--- config.mk ---
export PLATFORM = sky130hd
export DESIGN_NAME = isc_combiner
export DESIGN_NICKNAME = d
export VERILOG_FILES = /design/src/core/isc_pkg.sv /design/src/core/isc_combiner.sv /design/src/core/isc_src_sampler.sv
export SDC_FILE = /design/constraint.sdc
export NUM_CORES = 1
export LEC_CHECK = 0
export BUFFER_PORTS_ARGS = -buffer_cell sky130_fd_sc_hd__buf_2
export CORE_AREA = 2 2 123 245
export CTS_CLUSTER_DIAMETER = 80
export DETAILED_ROUTE_END_ITERATION = 16
export DIE_AREA = 0 0 125 247
export GPL_TIMING_DRIVEN = 1
export SLEW_MARGIN = 20
export SYNTH_ARGS = -nofsm -noshare
export SYNTH_HDL_FRONTEND = slang
export SYNTH_SLANG_ARGS = --single-unit
--- constraint.sdc ---
create_clock -name i_clk_sys -period 3.85 [get_ports i_clk_sys]
set_input_delay 0.77 -clock i_clk_sys [delete_from_list [all_inputs] [get_ports i_clk_sys]]
set_output_delay 0.77 -clock i_clk_sys [all_outputs]
set_load 0.005 [all_outputs]
--- src/core/isc_pkg.sv ---
`default_nettype none
package isc_pkg;

    // ****************************************
    // widths
    // ****************************************
    localparam int ISC_DW = 32;
    localparam int ISC_AW = 32;

    // ****************************************
    // register byte addresses
    // ****************************************
    localparam logic [ISC_AW-1:0] ISC_ADDR_ENABLED_STATUS = 32'hFFFF0000;
    localparam logic [ISC_AW-1:0] ISC_ADDR_RAW_STATUS = 32'hFFFF0004;
    localparam logic [ISC_AW-1:0] ISC_ADDR_ENABLE_MASK = 32'hFFFF0008;
    localparam logic [ISC_AW-1:0] ISC_ADDR_ENABLE_CLEAR = 32'hFFFF000C;
    localparam logic [ISC_AW-1:0] ISC_ADDR_EVT_STATUS = 32'hFFFF0020;
    localparam logic [ISC_AW-1:0] ISC_ADDR_EVT_MASK = 32'hFFFF0024;

    // ****************************************
    // reset values
    // ****************************************
    localparam logic [ISC_DW-1:0] ISC_RST_ZERO = 32'h00000000;
    localparam logic [ISC_DW-1:0] ISC_RST_ENABLE_MASK = 32'h00000000;
    localparam logic [ISC_DW-1:0] ISC_RST_EVT_MASK = 32'h00000000;
    localparam logic [ISC_DW-1:0] ISC_RD_UNMAPPED = 32'h00000000;

    // ****************************************
    // source bit positions
    // ****************************************
    localparam int ISC_BIT_TWI_SLAVE = 16;
    localparam int ISC_BIT_PWM_TRIP = 17;
    localparam int ISC_BIT_EXT_PIN_INT_2 = 18;
    localparam int ISC_BIT_EXT_PIN_INT_3 = 19;

    // ****************************************
    // register bus request
    // ****************************************
    typedef struct packed {
        logic [ISC_AW-1:0] addr;
        logic [ISC_DW-1:0] wdata;
        logic wr;
        logic rd;
    } isc_bus_req_t;

    // named sources that own fixed positions
    typedef struct packed {
        logic twi_slave;
        logic pwm_trip;
        logic ext_pin_int_2;
        logic ext_pin_int_3;
    } isc_named_src_t;

endpackage : isc_pkg
`default_nettype wire

--- src/core/isc_combiner.sv ---
// Contract
// - source bit 16 carries the two-wire serial slave request.
// - source bit 17 carries the pulse-width modulator trip request.
// - source bits 18 and 19 carry external pin interrupts 2 and 3.
// - all 32 enabled status bits are ORed into one core request.
// - raw status bit reads one while its peripheral requests, else zero.
// - raw status bits clear only when the peripheral drops its request.
// - every source has its own enable mask bit.
// - enabled status is raw AND mask; a one requests the core.
// - writing one to the mask enables; writing zero does nothing.
// - writing one to mask clear clears that mask bit only.
`timescale 1ns/1ns
`default_nettype none
module isc_combiner #(
    parameter int WIDTH = 32
) (
    // clock and reset
    input wire logic i_clk_sys,
    input wire logic i_rst_b,
    // register bus
    input wire isc_pkg::isc_bus_req_t i_bus,
    output logic [isc_pkg::ISC_DW-1:0] o_rdata,
    // interrupt sources
    input wire isc_pkg::isc_named_src_t i_named_src,
    input wire logic [WIDTH-1:0] i_src_misc,
    // requests
    output logic o_irq_req,
    output logic o_evt_irq
);
    import isc_pkg::*;

    // ****************************************
    // source vector
    // ****************************************
    logic [WIDTH-1:0] src_vec;
    logic [WIDTH-1:0] raw_status;

    always_comb begin
        src_vec = i_src_misc;
        src_vec[ISC_BIT_TWI_SLAVE] = i_named_src.twi_slave;
        src_vec[ISC_BIT_PWM_TRIP] = i_named_src.pwm_trip;
        src_vec[ISC_BIT_EXT_PIN_INT_2] = i_named_src.ext_pin_int_2;
        src_vec[ISC_BIT_EXT_PIN_INT_3] = i_named_src.ext_pin_int_3;
    end

    isc_src_sampler #(
        .WIDTH(WIDTH)
    ) u_sampler (
        .i_clk_sys(i_clk_sys),
        .i_rst_b(i_rst_b),
        .i_src(src_vec),
        .o_raw(raw_status)
    );

    // ****************************************
    // address decode
    // ****************************************
    function automatic logic hit(input isc_bus_req_t req, input logic [ISC_AW-1:0] a);
        hit = (req.addr == a);
    endfunction : hit

    function automatic logic [WIDTH-1:0] w1c(input logic [WIDTH-1:0] cur, input logic [WIDTH-1:0] clr,
                                             input logic [WIDTH-1:0] set);
        w1c = (cur & ~clr) | set;
    endfunction : w1c

    logic wr_mask;
    logic wr_clear;
    logic wr_evt_status;
    logic wr_evt_mask;

    always_comb begin
        wr_mask = 1'b0;
        wr_clear = 1'b0;
        wr_evt_status = 1'b0;
        wr_evt_mask = 1'b0;
        if (i_bus.wr && hit(i_bus, ISC_ADDR_ENABLE_MASK)) begin
            wr_mask = 1'b1;
        end else if (i_bus.wr && hit(i_bus, ISC_ADDR_ENABLE_CLEAR)) begin
            wr_clear = 1'b1;
        end else if (i_bus.wr && hit(i_bus, ISC_ADDR_EVT_STATUS)) begin
            wr_evt_status = 1'b1;
        end else if (i_bus.wr && hit(i_bus, ISC_ADDR_EVT_MASK)) begin
            wr_evt_mask = 1'b1;
        end
    end

    // ****************************************
    // enable mask and enabled status
    // ****************************************
    logic [WIDTH-1:0] irq_enable_mask_reg;
    logic [WIDTH-1:0] irq_enable_mask_next;
    logic [WIDTH-1:0] irq_enabled_status;

    always_comb begin
        irq_enable_mask_next = irq_enable_mask_reg;
        if (wr_mask) begin
            irq_enable_mask_next = irq_enable_mask_reg | i_bus.wdata[WIDTH-1:0];
        end else if (wr_clear) begin
            irq_enable_mask_next = irq_enable_mask_reg & ~i_bus.wdata[WIDTH-1:0];
        end
    end

    assign irq_enabled_status = raw_status & irq_enable_mask_reg;

    always_ff @(posedge i_clk_sys or negedge i_rst_b) begin
        if (!i_rst_b) begin
            irq_enable_mask_reg <= ISC_RST_ENABLE_MASK;
        end else begin
            irq_enable_mask_reg <= irq_enable_mask_next;
        end
    end

    // ****************************************
    // core request
    // ****************************************
    logic irq_req_reg;
    logic irq_req_next;

    always_comb begin
        irq_req_next = |irq_enabled_status;
    end

    always_ff @(posedge i_clk_sys or negedge i_rst_b) begin
        if (!i_rst_b) begin
            irq_req_reg <= 1'b0;
        end else begin
            irq_req_reg <= irq_req_next;
        end
    end

    assign o_irq_req = irq_req_reg;

    // ****************************************
    // sticky events on enabled status rise
    // ****************************************
    logic [WIDTH-1:0] sta_prev_reg;
    logic [WIDTH-1:0] sta_prev_next;
    logic [WIDTH-1:0] evt_status_reg;
    logic [WIDTH-1:0] evt_status_next;
    logic [WIDTH-1:0] evt_mask_reg;
    logic [WIDTH-1:0] evt_mask_next;
    logic [WIDTH-1:0] evt_rise;
    logic evt_irq_reg;
    logic evt_irq_next;

    always_comb begin
        evt_rise = irq_enabled_status & ~sta_prev_reg;
        sta_prev_next = irq_enabled_status;
        // set wins over write-one-clear
        evt_status_next = w1c(evt_status_reg, wr_evt_status ? i_bus.wdata[WIDTH-1:0] : '0, evt_rise);
        evt_mask_next = wr_evt_mask ? i_bus.wdata[WIDTH-1:0] : evt_mask_reg;
        evt_irq_next = |(evt_status_next & evt_mask_next);
    end

    always_ff @(posedge i_clk_sys or negedge i_rst_b) begin
        if (!i_rst_b) begin
            sta_prev_reg <= '0;
            evt_status_reg <= '0;
            evt_mask_reg <= ISC_RST_EVT_MASK;
            evt_irq_reg <= 1'b0;
        end else begin
            sta_prev_reg <= sta_prev_next;
            evt_status_reg <= evt_status_next;
            evt_mask_reg <= evt_mask_next;
            evt_irq_reg <= evt_irq_next;
        end
    end

    assign o_evt_irq = evt_irq_reg;

    // ****************************************
    // read path
    // ****************************************
    logic [ISC_DW-1:0] rdata_reg;
    logic [ISC_DW-1:0] rdata_next;

    always_comb begin
        rdata_next = ISC_RST_ZERO;
        if (!i_bus.rd) begin
            rdata_next = ISC_RST_ZERO;
        end else if (hit(i_bus, ISC_ADDR_ENABLED_STATUS)) begin
            rdata_next = ISC_DW'(irq_enabled_status);
        end else if (hit(i_bus, ISC_ADDR_RAW_STATUS)) begin
            rdata_next = ISC_DW'(raw_status);
        end else if (hit(i_bus, ISC_ADDR_ENABLE_MASK)) begin
            rdata_next = ISC_DW'(irq_enable_mask_reg);
        end else if (hit(i_bus, ISC_ADDR_EVT_STATUS)) begin
            rdata_next = ISC_DW'(evt_status_reg);
        end else if (hit(i_bus, ISC_ADDR_EVT_MASK)) begin
            rdata_next = ISC_DW'(evt_mask_reg);
        end else begin
            rdata_next = ISC_RD_UNMAPPED;
        end
    end

    always_ff @(posedge i_clk_sys or negedge i_rst_b) begin
        if (!i_rst_b) begin
            rdata_reg <= ISC_RST_ZERO;
        end else begin
            rdata_reg <= rdata_next;
        end
    end

    assign o_rdata = rdata_reg;

    // ****************************************
    // assertions
    // ****************************************
    property p_twi_pos;
        @(posedge i_clk_sys) disable iff (!i_rst_b)
        i_named_src.twi_slave |=> raw_status[ISC_BIT_TWI_SLAVE];
    endproperty
    a_twi_pos: assert property (p_twi_pos) else $error("slave request not at bit 16");

    property p_pwm_pos;
        @(posedge i_clk_sys) disable iff (!i_rst_b)
        i_named_src.pwm_trip |=> raw_status[ISC_BIT_PWM_TRIP];
    endproperty
    a_pwm_pos: assert property (p_pwm_pos) else $error("trip request not at bit 17");

    property p_pin_pos;
        @(posedge i_clk_sys) disable iff (!i_rst_b)
        1'b1 |=> raw_status[ISC_BIT_EXT_PIN_INT_2] == $past(i_named_src.ext_pin_int_2)
            && raw_status[ISC_BIT_EXT_PIN_INT_3] == $past(i_named_src.ext_pin_int_3);
    endproperty
    a_pin_pos: assert property (p_pin_pos) else $error("pin interrupts not at bits 18 and 19");

    property p_or_req;
        @(posedge i_clk_sys) disable iff (!i_rst_b)
        ((|(src_vec & irq_enable_mask_next)) ##1 1'b1) |=> o_irq_req;
    endproperty
    a_or_req: assert property (p_or_req) else $error("enabled source did not raise request in two cycles");

    property p_no_req;
        @(posedge i_clk_sys) disable iff (!i_rst_b)
        !(|irq_enabled_status) |=> !o_irq_req;
    endproperty
    a_no_req: assert property (p_no_req) else $error("request without enabled source");

    property p_raw_level;
        @(posedge i_clk_sys) disable iff (!i_rst_b)
        1'b1 |=> raw_status == $past(src_vec);
    endproperty
    a_raw_level: assert property (p_raw_level) else $error("raw status differs from source levels");

    property p_raw_hold;
        @(posedge i_clk_sys) disable iff (!i_rst_b)
        (i_named_src.pwm_trip [*2]) |-> raw_status[ISC_BIT_PWM_TRIP];
    endproperty
    a_raw_hold: assert property (p_raw_hold) else $error("raw bit cleared while source requests");

    property p_sta_read;
        @(posedge i_clk_sys) disable iff (!i_rst_b)
        (i_bus.rd && i_bus.addr == ISC_ADDR_ENABLED_STATUS) |=>
            o_rdata == ISC_DW'($past(raw_status) & $past(irq_enable_mask_reg));
    endproperty
    a_sta_read: assert property (p_sta_read) else $error("enabled status read is not raw and mask");

    property p_mask_gate;
        @(posedge i_clk_sys) disable iff (!i_rst_b)
        (irq_enable_mask_reg == '0) |=> !o_irq_req;
    endproperty
    a_mask_gate: assert property (p_mask_gate) else $error("masked sources raised request");

    property p_mask_zero_write;
        @(posedge i_clk_sys) disable iff (!i_rst_b)
        (i_bus.wr && i_bus.addr == ISC_ADDR_ENABLE_MASK) |=>
            irq_enable_mask_reg == ($past(irq_enable_mask_reg) | $past(i_bus.wdata[WIDTH-1:0]));
    endproperty
    a_mask_zero_write: assert property (p_mask_zero_write) else $error("mask write cleared a bit");

    property p_clear;
        @(posedge i_clk_sys) disable iff (!i_rst_b)
        (i_bus.wr && i_bus.addr == ISC_ADDR_ENABLE_CLEAR) |=>
            irq_enable_mask_reg == ($past(irq_enable_mask_reg) & ~$past(i_bus.wdata[WIDTH-1:0]));
    endproperty
    a_clear: assert property (p_clear) else $error("mask clear wrong");

    property p_raw_write;
        @(posedge i_clk_sys) disable iff (!i_rst_b)
        (i_bus.wr && i_bus.addr == ISC_ADDR_RAW_STATUS) |=>
            $stable(irq_enable_mask_reg) && $stable(evt_mask_reg) && raw_status == $past(src_vec);
    endproperty
    a_raw_write: assert property (p_raw_write) else $error("raw status write disturbed state");

    property p_evt_set_wins;
        @(posedge i_clk_sys) disable iff (!i_rst_b)
        (|evt_rise) |=> ((evt_status_reg & $past(evt_rise)) == $past(evt_rise));
    endproperty
    a_evt_set_wins: assert property (p_evt_set_wins) else $error("event lost");

    c_req: cover property (@(posedge i_clk_sys) disable iff (!i_rst_b) $rose(o_irq_req));
    c_clear_drop: cover property (@(posedge i_clk_sys) disable iff (!i_rst_b)
        (i_bus.wr && i_bus.addr == ISC_ADDR_ENABLE_CLEAR && o_irq_req) ##2 !o_irq_req);
    c_evt: cover property (@(posedge i_clk_sys) disable iff (!i_rst_b) $rose(o_evt_irq));
    c_raw_write: cover property (@(posedge i_clk_sys) disable iff (!i_rst_b)
        i_bus.wr && i_bus.addr == ISC_ADDR_RAW_STATUS);

endmodule : isc_combiner
`default_nettype wire

--- src/core/isc_src_sampler.sv ---
`timescale 1ns/1ns
`default_nettype none
module isc_src_sampler #(
    parameter int WIDTH = 32
) (
    // clock and reset
    input wire logic i_clk_sys,
    input wire logic i_rst_b,
    // source levels
    input wire logic [WIDTH-1:0] i_src,
    // registered raw status
    output logic [WIDTH-1:0] o_raw
);
    import isc_pkg::*;

    logic [WIDTH-1:0] raw_reg;
    logic [WIDTH-1:0] raw_next;

    // raw follows the peripheral level only; no bus path reaches it
    // clears with source
    always_comb begin
        raw_next = i_src;
    end

    always_ff @(posedge i_clk_sys or negedge i_rst_b) begin
        if (!i_rst_b) begin
            raw_reg <= '0;
        end else begin
            raw_reg <= raw_next;
        end
    end

    assign o_raw = raw_reg;

endmodule : isc_src_sampler
`default_nettype wire

# Word level (Yosys, flattened, before mapping)
# Cells that the tools add are included.
[classes] reduce_logical=7 muxes=20 bitwise_logic=10 n_eq_ne=6
[op_table] cell="2-to-1 mux 32 bit" n=10
[op_table] cell="== test 32 bit (second input constant)" n=6
[op_table] cell="bitwise AND 32 bit" n=5
[op_table] cell="NOT 32 bit" n=3
[op_table] cell="OR 32 bit" n=2
[op_table] cell="OR reduction 32 bit" n=2
[op_table] cell="2-to-1 mux 1 bit" n=10
[op_table] cell="logical AND 1 bit" n=4
[op_table] cell="nonzero test 2 bit" n=1
[totals] register_bits=194 output_inout_bits=34 elab_cells=51 in_bits=104

# Depth between registers and ports, before layout
# Gate-level depths: netlist of run 1.
[depth] depth_word=11 ltp_mapped=10 depth_no_buf=7

# Modules after synthesis
# From an unflattened synthesis of run 1, not the netlist that was laid out.
[hier_totals] hier_cells=768 area_unflattened_um2=8255.4
[by_module_without_submodules] mod="isc_combiner" n_inst=1 cells_per_inst=736 area_per_inst_um2=7454.6 seq_area_each_um2=4053.9
[by_module_without_submodules] mod="isc_src_sampler" n_inst=1 cells_per_inst=32 area_per_inst_um2=800.8 seq_area_each_um2=800.8

# Least setup slack after synthesis of run 1
# No wires, ideal clock.
[synth_timing] kind="input-to-reg" from="input port i_bus[57] in the netlist's numbering" to="register evt_irq_reg (netlist: o_evt_irq)" setup_ns=0.140 slack_ns=0.721 required_time_ns=3.710 n_path_buf=1 path_stages=8 arrival_time_ns=2.990 path_cell_list="nand4_1 > or4_4 > nor4_4 > buf_6 > mux2_2 > a22o_1 > nor4_1 > nand4_1"
[synth_between] word_cells_on_any_way=22 classes_between="4 x eq/ne; 9 x mux; 4 x bitwise; 5 x reduce/logical"
[synth_lines] item="start: declaration" line_no="isc_combiner.sv:21" source="input wire isc_pkg::isc_bus_req_t i_bus,"
[synth_lines] item="== test 32 bit" line_no="isc_combiner.sv:59" source="hit = (req.addr == a);"
[synth_lines] item="logical AND 1 bit" line_no="isc_combiner.sv:83" source="end else if (i_bus.wr && hit(i_bus, ISC_ADDR_EVT_MASK)) begin"
[synth_lines] item="2-to-1 mux 1 bit" line_no="isc_combiner.sv:83"
[synth_lines] item="2-to-1 mux 1 bit" line_no="isc_combiner.sv:81" source="end else if (i_bus.wr && hit(i_bus, ISC_ADDR_EVT_STATUS)) begin"
[synth_lines] item="2-to-1 mux 1 bit" line_no="isc_combiner.sv:79" source="end else if (i_bus.wr && hit(i_bus, ISC_ADDR_ENABLE_CLEAR)) begin"
[synth_lines] item="2-to-1 mux 1 bit (*)" line_no="isc_combiner.sv:77" source="if (i_bus.wr && hit(i_bus, ISC_ADDR_ENABLE_MASK)) begin"
[synth_lines] item="2-to-1 mux 32 bit (*)" line_no="isc_combiner.sv:152" source="evt_mask_next = wr_evt_mask ? i_bus.wdata[WIDTH-1:0] : evt_mask_reg;"
[synth_lines] item="named net evt_mask_next[5]" line_no="isc_combiner.sv:142" source="logic [WIDTH-1:0] evt_mask_next;"
[synth_lines] item="bitwise AND 32 bit (*)" line_no="isc_combiner.sv:153" source="evt_irq_next = |(evt_status_next & evt_mask_next);"
[synth_lines] item="OR reduction 32 bit (*)" line_no="isc_combiner.sv:153"
[synth_lines] item="named net evt_irq_next" line_no="isc_combiner.sv:145" source="logic evt_irq_next;"
[synth_lines] item="end signal: assignment" line_no="isc_combiner.sv:166" source="evt_irq_reg <= evt_irq_next;"
[synth_lines] item="end: declaration" line_no="isc_combiner.sv:144" source="logic evt_irq_reg;"
# The timed path passes the listed nets; every way through them passes the cells marked *.
# A chain may end at the register's enable or synchronous reset.

# Worst setup path after layout of run 1
# Same ends and word-level chain as after synthesis.

==> flow_summary.yaml, run 1 <==
drt:
  route.detailed.drc: 0
  firstDrtPassIters: 5
  drt_iter0_drc: 443
  final_antenna_net_count: 0
  vias_per_cell: 5.20
  finalWirelength_um: 24000
  avgRoutedWirePerCell_um: 19.6
  dr_total_vias: 6378
clock_network:
  ctsResizeCount: 0
  tritoncts: "done"
  worstSkewPairLatency_ps: 430
  root_buffer: "clkbuf_16"
  hold_buffers: 0
  htree_levels: 4
  cts_buffer_depth: 2
  path_clk_slew_ps: 70
  cts_buffers: 17
  cts_setup_buffers: 0
  cts_sinks: 194
floorplan:
  coreArea_um2: 29200
  ios: 138
  die_y_um: 247
  die_area_um2: 30900
  std_cell_rows: 89
  die_w_um: 125
  start_util: 0.296
sta:
  slew_headroom: 0.526
  period_needed_ps: 3160
  setup_viol: 0
  finalHoldViolations: 0
  fin_setup_tns_ps: 0
  tightestPinTransition_ps: 710
  maxSlewViolCount: 0
  fin_crit_sh: 0.820
  finClkSkew_ps: 5.99
  fmax_mhz: 317
  rsz0062_at_grt: "no"
critical_path:
  crit_buf_inv: 2
  critPathKind: "input port to flip-flop"
  reg2regPathDepth: 4
  arrival_ps: 3450
  crit_path_max_fanout: 24
  endpoint_kind: "flip-flop"
  cpMostUsedCell: "nand4_1"
  rrSetupSlack_ps: 2240
  slowest_stage: "or4_4"
  rr_startpoint: "evt_mask_reg[15]"
  start_kind: "input port"
  crit_family: "simple AND/OR/NAND/NOR gates"
  cp.required_ps: 4140
  crit_chain: "buf_2 -> nand4_1 -> or4_4 -> nor4_4 -> buf_12 -> mux2_2 -> a22o_1 -> nor4_1 -> nand4_1"
  r2r_end: "o_evt_irq"
  cpPeakStageDelay_ps: 620
hold_path:
  hp-class: "input port to asynchronous set/reset pin"
yosys:
  avgSynthCellArea_um2: 12.0
  synth-seq-cells: 194
  yosys_warnings: 0
  synth_ff_type: "dfrtp_1"
  synth_edf_count: 0
  syn_nets: 825
  yosysTopAreaCell: "dfrtp_1"
  synth-async-reset-ratio: 1.00
  yosys.cell_types.count: 40
  ys_seq_area_frac: 0.562
  synthCells: 721
  syn-cell-area_um2: 8630
  synth_top_area_frac: 0.562
  synth.area.top_cells: "dfrtp_1 (56%), o221ai_2 (5.0%), a22o_1 (4.7%)"
flow_run:
  max_cap_violations: 0
layout:
  syn2layout_area_growth_pct: 19.2
  drive_gt1_frac: 0.334
  fin_util: 0.353
  nNetsFinal: 953
  final_common_cell: "dfrtp_1"
  layout_common_cells: "dfrtp_1 (194), buf_2 (132), nand2_1 (70)"
  n_antenna_cell: 0
place:
  dpl.hpwl_um: 16400
  gp_congestion: 0.817
  io_buffers: 133
grt:
  grt_max_degree: 85
  grt_pass1_vias: 6605
  grt_pass1_wl_um: 38300
  antenna_found_initial: 1
  grt_usage: 0.160
  grt.overflow.total: 0
power:
  p_leak_uw: 0.00475
  clock_power_share: 0.449
  intPower_uw: 3180
  ir_worst_vdd_v: 0.000323
  p_per_area_nw_per_um2: 396
  switching_share: 0.220
  p_seq_frac: 0.508
  power_frac_comb: 0.043
  switching_power_uw: 899
run_status:
  status: "complete, no violations"
-- stage by stage --
step                instance area [um2]  hold slack (ps)  cells  worst slack [ps]  power [uW]
finish                            10300              369   1226               694        4080
floorplan                          8630              411    721               721        2150
global route                      10300              416   1226               608        4220
detailed placement                 9680              430   1194               232        2290
CTS                               10300              405   1226               693        4120
global placement                   9680              421   1194               264        2280
-- cell usage after synthesis (8+ instances only) --
master     number
a21oi_2        29
a22o_1         46
buf_2           9
buf_6          13
clkbuf_1       16
dfrtp_1       194
inv_1          63
mux2_2         33
mux2i_1        29
nand2_1        70
nand4_1        45
nor2_1         31
nor4_1          8
o21ai_0        30
o221ai_2       29
o2bb2ai_1      32
-- worst reg2reg max path, cell delays in order, from the launching register on --
cell and delay (ps):
dfrtp_1 380, mux2_2 270, a22o_1 280, nor4_1 400, nand4_1 140
-- worst max-delay path by stage --
stage	startpoint	end	slack, ps	cells past startpoint
final	i_bus[57]	o_evt_irq	690	9
after detailed placement	i_bus[57]	o_evt_irq	230	9
after floorplan	i_bus[57]	o_evt_irq	720	8
after global routing	i_bus[65]	o_evt_irq	610	9
after CTS	i_bus[57]	o_evt_irq	690	9
after global placement	i_bus[57]	o_evt_irq	260	9
-- routing by layer --
metal | track usage | share of wire | vias up
met3 | 0.0288 | 0.056 | 26
met2 | 0.261 | 0.49 | 244
li1 | - | - | 2864
met1 | 0.214 | 0.43 | 3242
met4 | 0.0542 | 0.016 | 2
met5 | 0 | 0.00029 | -
-- area by class of cell --
class	count	area [um2]
Timing Repair Buffer	155	915
Clock buffer	21	460
Inverter	63	236
Multi-Input combinational cell	418	3220
Sequential cell	194	4850
Tap cell	364	455
Clock inverter	11	151
Fill cell	2926	18900
-- kinds of logic (layout without fill, tap and decap cells) --
logic type | after synthesis | after routing | share of synthesized area
compound gates | 177 | 177 | 0.185
buf+inv | 109 | 250 | 0.0661
flops | 194 | 194 | 0.562
mux | 62 | 62 | 0.0767
simple gates | 179 | 179 | 0.110
-- power by group through the flow --
stage,Sequential [uW],Combinational [uW],Clock (uW)
2_1_floorplan,2100,48.6,0
3_3_place_gp,2110,175,0
3_5_place_dp,2110,178,0
4_1_cts,2070,179,1870
5_1_grt,2070,196,1950
6_report,2070,176,1830
No activity file was read; power rests on OpenSTA's default activity.
==> inputs of run 2 (changes only) <==
Clock period 3.85 ns to 3.21 ns, I/O delays scaled along.
==> flow_summary.yaml, run 2 (synthesis results as in run 1) <==
run_status:
  status: "complete, no violations"
layout:
  nNetsFinal: 970
  layout_common_cells: "dfrtp_1 (194), buf_2 (132), nand2_1 (70)"
  drive_gt1_frac: 0.349
  final_common_cell: "dfrtp_1"
  fill_cells: 2912
  syn2layout_area_growth_pct: 21.2
hold_path:
  hp-class: "input port to asynchronous set/reset pin"
sta:
  period_needed_ps: 2990
  fin_crit_sh: 0.932
  fmax_mhz: 334
  slew_headroom: 0.523
  tightestPinTransition_ps: 715
  setup_viol: 0
  finClkSkew_ps: 6.42
  maxSlewViolCount: 0
  finalHoldViolations: 0
  hold_ws_ps: 230
  rsz0062_at_grt: "no"
critical_path:
  critPathKind: "input port to flip-flop"
  slowest_stage: "or4_4"
  arrival_ps: 3290
  cp.required_ps: 3510
  start_kind: "input port"
  crit_path_max_fanout: 15
  endpoint_kind: "flip-flop"
  cpPeakStageDelay_ps: 600
  crit_chain: "buf_2 -> nand4_1 -> or4_4 -> nor4_4 -> buf_12 -> mux2_2 -> a22o_1 -> nor4_1 -> buf_4 -> nand4_1"
  cpMostUsedCell: "nand4_1"
floorplan:
  start_util: 0.296
  die_y_um: 247
  die_area_um2: 30900
  coreArea_um2: 29200
  std_cell_rows: 89
  ios: 138
  die_w_um: 125
power:
  power_uw: 4870
  p_per_area_nw_per_um2: 466
  p_leak_uw: 0.00483
  ir_worst_vdd_v: 0.000370
clock_network:
  cts_buffer_depth: 2
  root_buffer: "clkbuf_16"
  path_clk_slew_ps: 70
  tritoncts: "done"
  ctsResizeCount: 0
  cts_sinks: 194
  cts_setup_buffers: 0
  worstSkewPairLatency_ps: 440
  hold_buffers: 0
  htree_levels: 4
  cts_buffers: 17
drt:
  dr_total_vias: 6499
  vias_per_cell: 5.23
  finalWirelength_um: 24500
  final_antenna_net_count: 0
  firstDrtPassIters: 5
  route.detailed.drc: 0
  drt_iter0_drc: 511
  avgRoutedWirePerCell_um: 19.7
grt:
  grt_pass1_vias: 6963
  grt_max_degree: 81
  grt_pass1_wl_um: 39100
  antenna_found_initial: 2
  met2_usage: 0.275
  grt_busiest_layer: "met2"
  grt.overflow.total: 0
  grt_util_met3: 0.0335
  grt_usage: 0.162
  grt_util_met1: 0.206
place:
  gp_congestion: 0.786
  dpl.hpwl_um: 17100
  io_buffers: 133
flow_run:
  max_cap_violations: 0
[run 2: cell count changes in the layout (fill, tap and decap cells not counted), sizes merged]
cell,previous run,this run
clkinvlp,1,2
inv,65,64
clkbuf,22,19
diode,0,1
buf,154,171
clkinv,5,7
[run 2: critical path, delay by kind of cell]
kind | cells | cell delay, ps
multiplexers | 1 | 360
AND/OR/NAND/NOR | 5 | 1510
buffers and inverters | 3 | 480
AO/OA/AOI/OAI | 1 | 280
[run 2: power by group]
part	internal [uW]	switching, uW
sequential	2460	18.4
clock	1240	931
combinational	81.9	137
total	3790	1090
[run 2: layout make-up]
type	count	area, um2	area share
multi-input combinational	418	3220	0.308
clock buffer	18	439	0.0420
clock inverter	13	160	0.0153
inverter	63	236	0.0226
sequential	194	4850	0.464
timing repair buffer	172	1090	0.104
antenna	1	2.50	0.000239
tap	364	455	0.0435
[run 2: routing by layer]
| layer | part of all wire | wire length, um |
|---|---|---|
| met3 | 0.063 | 1550 |
| met4 | 0.017 | 425 |
| met1 | 0.43 | 10400 |
| met2 | 0.49 | 12100 |
| met5 | 0.00045 | 11 |
[run 2: worst paths after layout]
path	endpoint	from	slack, ps	cells after the start
worst max-delay path	o_evt_irq	i_bus[57]	220	10
worst min-delay path	o_rdata[23]	i_rst_b	230	1
worst max register to register	o_evt_irq	evt_mask_reg[22]	1520	5
worst min register to register	evt_status_reg[10]	sta_prev_reg[10]	440	1
max in group asynchronous	u_sampler.o_raw[10]	i_rst_b	2170	2
min in group i_clk_sys	u_sampler.o_raw[31]	i_src_misc[31]	300	1
[run 2: per-stage QoR]
step	area, um2	setup WS, ps	util	std cells	setup TNS, ps
finish	10500	218	0.358	1243	0
global route	10500	6.41	0.358	1243	0
CTS	10500	206	0.358	1242	0
detailed placement	9860	-241	0.338	1211	-241
global placement	9860	-228	0.338	1211	-228
floorplan	8630	209	-	721	0
